### config.mk
export PLATFORM = sky130hd
export DESIGN_NAME = fbp_top
export DESIGN_NICKNAME = d
export VERILOG_FILES = /design/src/hdl/fbp_pkg.sv /design/src/hdl/fbp_top.sv /design/src/hdl/fbp_lock.sv
export SDC_FILE = /design/constraint.sdc
export NUM_CORES = 1
export LEC_CHECK = 0
export ABC_AREA = 0
export BUFFER_PORTS_ARGS = -buffer_cell sky130_fd_sc_hd__buf_4
export CAP_MARGIN = 25
export CORE_AREA = 2 2 114 127
export DETAILED_ROUTE_END_ITERATION = 8
export DIE_AREA = 0 0 116 129
export GPL_TIMING_DRIVEN = 0
export SYNTH_ARGS = -nofsm -noshare
export SYNTH_HDL_FRONTEND = slang
export SYNTH_SLANG_ARGS = --single-unit
### constraint.sdc
create_clock -name clk -period 2.6 [get_ports clk]
set_input_delay 0.26 -clock clk [delete_from_list [all_inputs] [get_ports clk]]
set_output_delay 0.26 -clock clk [all_outputs]
set_load 0.02 [all_outputs]
### src/hdl/fbp_pkg.sv
/*
  Package of the burst read and protection block: configuration field positions,
  burst length codes, command codes, block map figures and grouped signal types.
  Assumes a single synchronous clock domain at 40 MHz.
*/
package fbp_pkg;

  // Read configuration field positions.
  localparam int FBP_STALL_TIMING_BIT = 8;
  localparam int FBP_BURST_ORDER_BIT = 7;
  localparam int FBP_CLOCK_EDGE_BIT = 6;
  localparam int FBP_LATENCY_LSB = 11;

  // Reset value of the read configuration register.
  localparam logic [15:0] FBP_RCR_RESET = 16'h0000;

  // Burst length codes.
  localparam logic [2:0] FBP_BL_4 = 3'h1;
  localparam logic [2:0] FBP_BL_8 = 3'h2;
  localparam logic [2:0] FBP_BL_CONT = 3'h7;

  // Address space and block map.
  localparam int FBP_ADDR_W = 19;
  localparam logic [18:0] FBP_ADDR_LAST = 19'h7FFFF;
  localparam logic [4:0] FBP_BLK_TOP_LOCK_A = 5'h15;
  localparam logic [4:0] FBP_BLK_TOP_LOCK_B = 5'h16;
  localparam logic [4:0] FBP_BLK_BOT_LOCK_A = 5'h00;
  localparam logic [4:0] FBP_BLK_BOT_LOCK_B = 5'h01;
  localparam logic [4:0] FBP_TOP_PARAM_FIRST = 5'h0F;
  localparam logic [4:0] FBP_BOT_PARAM_LAST = 5'h07;

  // Commands.
  localparam logic [7:0] FBP_CMD_SUSPEND = 8'hB0;
  localparam logic [7:0] FBP_CMD_RESUME = 8'hD0;
  localparam logic [7:0] FBP_CMD_READ_ARRAY = 8'hFF;

  // Length of a program operation in clocks, an arbitrary engine model.
  localparam logic [7:0] FBP_PROG_CYCLES = 8'h20;

  // Stall figures.
  localparam logic [3:0] FBP_GROUP16_LAST = 4'hF;

  typedef struct packed {
    logic stall_timing_sel;
    logic burst_order_sel;
    logic clock_edge_sel;
    logic [2:0] burst_length_field;
    logic [2:0] initial_latency_code;
  } fbp_cfg_t;

  typedef struct packed {
    logic engine_ready_bit;
    logic program_suspended_bit;
    logic supply_error_bit;
    logic block_lock_error;
  } fbp_status_t;

  typedef enum logic [1:0] {FBP_IDLE, FBP_BURST, FBP_HOLD} fbp_burst_state_t;
  typedef enum logic [1:0] {FBP_ENG_READY, FBP_ENG_BUSY, FBP_ENG_SUSP} fbp_eng_state_t;

endpackage

### src/hdl/fbp_top.sv
/*
  Burst read sequencer, stall timing, write protection and program suspend of
  a synchronous boot-block flash. The array itself is outside; this block drives
  its word address and tells when data is valid. Assumes all inputs synchronous
  to clk.
*/
`timescale 1ns/1ps
`default_nettype none

// Operation
// - Continuous bursts drive stall during the delay or one cycle before it.
// - Continuous bursts always run linear; interleaved applies only to 4 and 8.
// - Interleaved order follows the tabulated group sequence.
// - Clock-edge bit picks rising or falling edge for start, data and stall.
// - Four and eight word bursts output that many words, wrapping in group.
// - Continuous bursts increment linearly until the last burstable address.
// - Boundary delay at first 16-word crossing; four-aligned starts see none.
// - Start on last word of a quad: delay equals the latency code.
// - Boundary delay happens once per burst, never without a crossing.
// - Stall output flags each boundary delay; host ignores data then.
// - Low program supply fails erase or program and sets supply error.
// - Protect low rejects writes to lockable blocks with a status error.
// - Lockable set: main blocks plus 21,22 top-boot or 0,1 bottom-boot.
// - Reset or low supply lock all; else protect decides.
// - Suspend command B0H; engine-ready bit reads 0 while busy.
// - Once ready, suspended bit is 1 if halted, 0 if completed.
// - While suspended, read array allowed; D0H resumes programming.
// - Active while chip enable low and reset high; standby otherwise.
// - After a read, hold last data in low-power state until new read.
// - Stall timing bit: 0 during delay, 1 one cycle before.
// - Order bit: 0 interleaved, 1 linear.
// - Edge bit: 0 falling, 1 rising.
// - Length codes 001 four, 010 eight, 111 continuous.
module fbp_top
  import fbp_pkg::*;
(
  input wire logic clk,
  input wire logic resetn,
  input wire logic chip_en_n,
  input wire fbp_cfg_t cfg,
  input wire logic burst_start,
  input wire logic [18:0] start_addr,
  input wire logic [15:0] array_data,
  input wire logic cmd_valid,
  input wire logic [7:0] cmd_code,
  input wire logic prog_req,
  input wire logic [4:0] prog_block,
  input wire logic supply_ok,
  input wire logic protect_n,
  input wire logic top_boot,
  output logic [18:0] array_addr,
  output logic [15:0] read_data,
  output logic data_valid,
  output logic stall_n,
  output logic active,
  output logic power_save,
  output fbp_status_t status
);

  // ****************************************************************
  // Burst sequencer
  // ****************************************************************

  fbp_burst_state_t state;
  logic [18:0] base;
  logic [2:0] beat;
  logic [2:0] start_off;
  logic [3:0] left;
  logic [2:0] delay_cnt;
  logic delay_done;
  logic edge_q;
  logic is_cont;
  logic is_len8;
  logic is_len4;
  logic [2:0] next_off;
  logic [18:0] next_addr;
  logic [18:0] cont_addr;
  logic at_boundary;
  logic pre_boundary;
  logic in_delay;
  logic go;
  logic fall_phase;
  logic last_line;

  assign is_cont = (cfg.burst_length_field == FBP_BL_CONT);
  assign is_len8 = (cfg.burst_length_field == FBP_BL_8);
  assign is_len4 = (cfg.burst_length_field == FBP_BL_4);

  // Falling-edge mode advances on alternate cycles, modelling the half-period shift.
  always_ff @(posedge clk or negedge resetn)
  begin
    if (!resetn)
      edge_q <= 1'b0;
    else
      edge_q <= !edge_q;
  end
  assign fall_phase = cfg.clock_edge_sel || edge_q;

  // Offset of the next beat within the wrap group.
  always_comb
  begin
    next_off = beat + 3'h1;
    if (!cfg.burst_order_sel)
      next_off = start_off ^ (beat + 3'h1);
    else
      next_off = start_off + beat + 3'h1;
    if (is_len4)
      next_addr = {base[18:2], next_off[1:0]};
    else
      next_addr = {base[18:3], next_off};
  end

  assign cont_addr = array_addr + 19'h00001;
  // Crossing into the next 16-word line happens when the low nibble is all ones.
  // The last 16-word line has no line after it, so it never pays a boundary delay.
  assign last_line = (array_addr[18:4] == FBP_ADDR_LAST[18:4]);
  assign at_boundary = is_cont && (array_addr[3:0] == FBP_GROUP16_LAST) && !delay_done &&
                       !last_line;
  assign pre_boundary = is_cont && (array_addr[3:0] == (FBP_GROUP16_LAST - 4'h1)) &&
                        !delay_done && !last_line;
  assign in_delay = (delay_cnt != 3'h0);
  // A deselected chip takes no further beat, so the last word read stays on the outputs.
  assign go = (state == FBP_BURST) && fall_phase && !in_delay && !chip_en_n;

  // Burst state and address generation.
  always_ff @(posedge clk or negedge resetn)
  begin
    if (!resetn)
    begin
      state <= FBP_IDLE;
      array_addr <= '0;
      base <= '0;
      beat <= '0;
      start_off <= '0;
      left <= '0;
    end
    else if (chip_en_n)
      state <= FBP_IDLE;
    else
    begin
      case (state)
        FBP_IDLE, FBP_HOLD:
        begin
          if (burst_start && fall_phase)
          begin
            array_addr <= start_addr;
            base <= start_addr;
            beat <= '0;
            start_off <= start_addr[2:0];
            if (is_len4)
              left <= 4'h3;
            else if (is_len8)
              left <= 4'h7;
            else
              left <= 4'h0;
            state <= FBP_BURST;
          end
        end
        FBP_BURST:
        begin
          if (go)
          begin
            if (is_cont)
            begin
              if (array_addr == FBP_ADDR_LAST)
                state <= FBP_HOLD;
              else
                array_addr <= cont_addr;
            end
            else if (left == 4'h0)
              state <= FBP_HOLD;
            else
            begin
              array_addr <= next_addr;
              beat <= beat + 3'h1;
              left <= left - 4'h1;
            end
          end
        end
        default: state <= FBP_IDLE;
      endcase
    end
  end

  // Boundary delay: length depends on start offset within its quad.
  always_ff @(posedge clk or negedge resetn)
  begin
    if (!resetn)
    begin
      delay_cnt <= '0;
      delay_done <= 1'b0;
    end
    else if (state != FBP_BURST)
    begin
      delay_cnt <= '0;
      delay_done <= 1'b0;
    end
    else if (in_delay)
      delay_cnt <= delay_cnt - 3'h1;
    else if (go && at_boundary)
    begin
      delay_done <= 1'b1;
      // Aligned starts incur nothing; last-of-quad starts pay the full latency.
      if (base[1:0] == 2'h0)
        delay_cnt <= 3'h0;
      else if (base[1:0] == 2'h3)
        delay_cnt <= cfg.initial_latency_code;
      else
        delay_cnt <= {1'b0, base[1:0]};
    end
  end

  // Stall output, during the delay or one cycle ahead of it.
  always_ff @(posedge clk or negedge resetn)
  begin
    if (!resetn)
      stall_n <= 1'b1;
    else if (!is_cont || state != FBP_BURST || base[1:0] == 2'h0)
      stall_n <= 1'b1;
    else if (cfg.stall_timing_sel)
      stall_n <= !((pre_boundary && go) || (at_boundary && go) ||
                   (delay_cnt > 3'h1));
    else
      stall_n <= !((at_boundary && go) || (delay_cnt > 3'h1));
  end

  // Read data capture and auto power save holding the last word.
  always_ff @(posedge clk or negedge resetn)
  begin
    if (!resetn)
    begin
      read_data <= '0;
      data_valid <= 1'b0;
      power_save <= 1'b0;
      active <= 1'b0;
    end
    else
    begin
      active <= !chip_en_n;
      data_valid <= go; // The word that opens the delay is still a valid beat.
      if (go)
        read_data <= array_data;
      power_save <= !chip_en_n && (state != FBP_BURST);
    end
  end

  // ****************************************************************
  // Write protection and program engine
  // ****************************************************************

  logic locked;
  logic supply_low;
  fbp_eng_state_t eng;
  logic [7:0] prog_cnt;
  logic req_q;

  fbp_lock u_lock (
    .clk(clk),
    .resetn(resetn),
    .supply_ok(supply_ok),
    .protect_n(protect_n),
    .top_boot(top_boot),
    .block(prog_block),
    .locked(locked),
    .supply_low(supply_low)
  );

  // Request is delayed one cycle to line up with the registered lock decision.
  always_ff @(posedge clk or negedge resetn)
  begin
    if (!resetn)
      req_q <= 1'b0;
    else
      req_q <= prog_req && (eng == FBP_ENG_READY);
  end

  // Program engine with suspend and resume.
  always_ff @(posedge clk or negedge resetn)
  begin
    if (!resetn)
    begin
      eng <= FBP_ENG_READY;
      prog_cnt <= '0;
      status <= '{engine_ready_bit: 1'b1, default: 1'b0};
    end
    else
    begin
      case (eng)
        FBP_ENG_READY:
        begin
          if (cmd_valid && cmd_code == FBP_CMD_SUSPEND)
            status.program_suspended_bit <= 1'b0;
          if (req_q)
          begin
            if (supply_low)
              status.supply_error_bit <= 1'b1;
            else if (locked)
              status.block_lock_error <= 1'b1;
            else
            begin
              eng <= FBP_ENG_BUSY;
              prog_cnt <= FBP_PROG_CYCLES;
              status.engine_ready_bit <= 1'b0;
            end
          end
        end
        FBP_ENG_BUSY:
        begin
          if (cmd_valid && cmd_code == FBP_CMD_SUSPEND)
          begin
            eng <= FBP_ENG_SUSP;
            status.engine_ready_bit <= 1'b1;
            status.program_suspended_bit <= 1'b1;
          end
          else if (prog_cnt == 8'h01)
          begin
            eng <= FBP_ENG_READY;
            status.engine_ready_bit <= 1'b1;
          end
          else
            prog_cnt <= prog_cnt - 8'h01;
        end
        FBP_ENG_SUSP:
        begin
          if (cmd_valid && cmd_code == FBP_CMD_RESUME)
          begin
            eng <= FBP_ENG_BUSY;
            status.engine_ready_bit <= 1'b0;
            status.program_suspended_bit <= 1'b0;
          end
        end
        default: eng <= FBP_ENG_READY;
      endcase
    end
  end

endmodule // fbp_top

`default_nettype wire

### src/hdl/fbp_lock.sv
/*
  Block lock decoder: tells whether a write aimed at a block may proceed.
  Assumes inputs synchronous to clk; the result is registered.
*/
`timescale 1ns/1ps
`default_nettype none

module fbp_lock
  import fbp_pkg::*;
(
  input wire logic clk,
  input wire logic resetn,
  input wire logic supply_ok,
  input wire logic protect_n,
  input wire logic top_boot,
  input wire logic [4:0] block,
  output logic locked,
  output logic supply_low
);

  // Tells whether a block is in the lockable set for the boot configuration.
  function automatic logic fbp_lockable(input logic top, input logic [4:0] b);
    if (top)
      fbp_lockable = (b < FBP_TOP_PARAM_FIRST) || (b == FBP_BLK_TOP_LOCK_A) ||
                     (b == FBP_BLK_TOP_LOCK_B);
    else
      fbp_lockable = (b > FBP_BOT_PARAM_LAST) || (b == FBP_BLK_BOT_LOCK_A) ||
                     (b == FBP_BLK_BOT_LOCK_B);
  endfunction

  // Registered lock decision; reset itself locks everything.
  always_ff @(posedge clk or negedge resetn)
  begin
    if (!resetn)
    begin
      locked <= 1'b1;
      supply_low <= 1'b0;
    end
    else
    begin
      supply_low <= !supply_ok;
      locked <= !supply_ok || (!protect_n && fbp_lockable(top_boot, block));
    end
  end

endmodule // fbp_lock

`default_nettype wire

==> qor.csv <==
stage,metric,value,unit
run_status,outcome,"complete, no violations",
floorplanning,I/O pins,109,
sta,endpoints failing setup,0,
synthesis,most numerous cell in the Yosys netlist,dfrtp_1,
clock_tree,clock root buffer,clkbuf_16,
sta,endpoints failing hold,0,
synthesis,"area leader, netlist",dfrtp_1,
final_layout,share of cells above drive strength 1,26.1,%
floorplanning,die height,129,um
route,First-pass DRT Iterations,7,
grt,Congestion Overflow GR,0,
grt,vias in the first global route,4280,
worst_setup_path,largest fanout on the critical path,10,
worst_setup_path,Critical Path AT,2.80,ns
synthesis,area share of the largest cell type after synthesis,45.7,%
synthesis,most area-consuming cells after synthesis,"dfrtp_1 (46%), nand2_1 (6.2%), o21ai_0 (4.3%), mux2_2 (4.1%), ha_1 (2.7%)",
grt,first-pass GRT wire length,21700,um
route,DR vias/cell,5.35,
min_path,hold_sp,supply_ok,
clock_tree,CTS tree,built,
floorplanning,Starting Density,34.6,%
synthesis,"top cells by count, synth","dfrtp_1 (86), nand2_1 (78), o21ai_0 (40), nor2_1 (26), clkbuf_1 (24)",
grt,initial antenna violation count,0,
min_path,Hold Crit Depth,2,
final_layout,Layout fillers,1369,
sta,final hold slack,0.0592,ns
sta,Setup Skew,0.0103,ns
route,routed len/inst,16.7,um
synthesis,Post-Syn Area,4710,um^2
min_path,Hold/Removal Path Class,input pin to flip-flop,
route,# DRC,0,
synthesis,Mapped Cells,503,
sta,Rel. slew slack,43.0,%
synthesis,ys async rst share,100,%
final_layout,Final Non-Filler Cells,817,
sta,final worst path period need,2.57,ns
clock_tree,Sinks on Clock Net,89,
floorplanning,die area,15000,um^2
worst_setup_path,worst setup path category,flip-flop to flip-flop,
worst_setup_path,reg2reg end,array_addr[13]$_DFFE_PN0P_,
synthesis,Syn Nets,580,
placement,placed cells,799,
worst_setup_path,"setup slack, reg-to-reg",0.03,ns
synthesis,number of synthesized register bits,89,
placement,GP Congestion,0.931,
worst_setup_path,required time of the critical path,2.83,ns
sta,period utilisation layout,98.7,%
clock_tree,clk_lat worst skew,0.35,ns
route,drt first-iter violations,324,
floorplanning,Core Area,13600,um^2
placement,port bufs,107,
worst_setup_path,RR Startpoint,array_addr[5]$_DFFE_PN0P_,
grt,largest net degree at the start of global routing,66,
synthesis,number of flops mapped to enable cells by yosys,0,
synthesis,Avg Inst Size Synth,9.36,um^2
clock_tree,Worst-path clk slew,0.06,ns
final_layout,area grow syn2layout,30.6,%
route,via count,4374,
final_layout,antenna cells,0,
synthesis,post-synthesis sequential area ratio,47.4,%
synthesis,Netlist cell types,64,
sta,f_max,390,MHz
synthesis,Main synth FF type,dfrtp_1,
synthesis,Yosys warning count,0,
min_path,hold path endpoint,u_lock.supply_low$_DFF_PN0_,
power,Leakage,2.76,nW
sta,max-slew violation count,0,
run,maxcap violations,0,
clock_tree,CTS Buf Count,9,
worst_setup_path,Critical Path Source Type,flip-flop,
floorplanning,Row Count,45,
route,"antenna viol nets, final",0,
power,Max VDD drop,0.700,mV
floorplanning,Die Wd,116,um
clock_tree,H-tree levels,3,
power,Power Dens Cells,996,nW/um^2
clock_tree,Max Root-Sink Buffers,2,
power,total power,0.00613,W
final_layout,final net count,701,
worst_setup_path,FF-to-FF path depth,7,
final_layout,Multi-input gate area,2330,um^2
sta,Least-Margin Pin Slew,0.852,ns
placement,DPL Wire Length,9780,um
sta,RSZ-0062 raised after global routing,true,
worst_setup_path,Setup crit end kind,flip-flop,
grt,GRT Resource Usage Total,18.8,%
final_layout,Reg area,2230,um^2
route,final wirelength,13700,um
==> cell families (layout without fill, tap and decap cells) <==
family	Yosys count	after routing	synth area share, %
flip-flops	89	89	47.4
buffers and inverters	47	173	4.01
AO/OA/AOI/OAI	128	128	17.8
adder cells (fa/ha/maj)	11	11	3.08
AND/OR/NAND/NOR	193	193	20.2
XOR/XNOR	14	14	2.60
multiplexers	21	21	4.92
==> where the power goes <==
part           total (W)  switching (W)  internal (W)
registers        0.00237       0.000496       0.00187
clock network    0.00139       0.000555      0.000837
logic            0.00236        0.00130       0.00106
total            0.00613        0.00235       0.00377
==> final cells by class <==
cell class                      instances  area share (%)
Tap cell                              188            3.83
Sequential cell                        89            36.3
Multi-Input combinational cell        367            37.9
Timing Repair Buffer                  110            13.8
Clock inverter                          6            1.34
Inverter                               19            1.16
Clock buffer                           10            3.72
Buffer                                 28            1.99
==> worst max-delay path by stage <==
stage | from | end | cells after the start
after floorplan | array_addr[4]$_DFFE_PN0P_ | array_addr[13]$_DFFE_PN0P_ | 8
after global placement | delay_cnt[0]$_DFFE_PN0P_ | array_addr[2]$_DFFE_PN0P_ | 8
after detailed placement | delay_cnt[0]$_DFFE_PN0P_ | array_addr[2]$_DFFE_PN0P_ | 8
after CTS | array_addr[5]$_DFFE_PN0P_ | array_addr[13]$_DFFE_PN0P_ | 7
after global routing | array_addr[4]$_DFFE_PN0P_ | array_addr[13]$_DFFE_PN0P_ | 8
final | array_addr[5]$_DFFE_PN0P_ | array_addr[13]$_DFFE_PN0P_ | 7
==> flip-flops by register name, summed over array words and instances, names as in the netlist <==
register and cells:
stall_n 1, eng 2, beat 3, delay_done 1
active 1, array_addr 19, prog_cnt 8, u_lock.locked 1
read_data 16, base 19, req_q 1, delay_cnt 3
left 4, u_lock.supply_low 1, state 2, status 4
data_valid 1, power_save 1, edge_q 1
==> per-layer routing <==
layer | vias up | track usage, % | wire [um]
li1 | 2048 | - | -
met1 | 2138 | 25.4 | 5940
met2 | 160 | 29.3 | 6490
met3 | 28 | 4.52 | 934
met4 | 0 | 7.42 | 313
met5 | - | 0 | 0
==> placed cells by master (no fill, tap or decap), drive strengths merged, types with 4 or more instances in the layout <==
cell	n
mux2	17
o2bb2ai	4
nand2	78
o31ai	5
nand3	15
a21oi	21
dfrtp	86
buf	113
a31oi	8
xor2	5
o211ai	5
nand2b	10
and2	4
nor2	26
inv	19
and4	5
a22o	4
clkbuf	34
mux2i	4
nor3	19
nand4	7
ha	10
o41ai	4
and3	7
xnor2	9
a211oi	6
o21ai	41
a21o	5
==> timing repair <==
| action | in CTS | in global routing |
|---|---|---|
| setup endpoints to repair | 23 | 27 |
| setup buffers | 1 | 0 |
| hold buffers | 1 | 0 |
| endpoints found under the hold margin | 22 | 0 |
| pin swaps | 1 | 0 |
| resized for setup | 4 | 12 |
==> per-stage QoR <==
stage | utilization [%] | setup WS [ns] | TNS (ns) | area (um^2)
after floorplan | - | 0.127 | 0 | 4710
after global placement | 42.2 | -0.224 | -2.23 | 5750
after detailed placement | 42.4 | -0.198 | -1.76 | 5770
after CTS | 44.9 | 0.0413 | 0 | 6120
after global routing | 45.1 | -0.0544 | -0.0544 | 6150
final | 45.1 | 0.0332 | 0 | 6150
==> worst max-delay path, stage by stage, from the launching register on <==
cell     delay [ns]
dfrtp_1        0.50
nand4_4        0.20
or4_4          0.57
o311a_1        0.39
or2_1          0.21
buf_2          0.18
buf_6          0.17
a22o_1         0.22
Note: power is estimated with default switching activity, not from simulation.
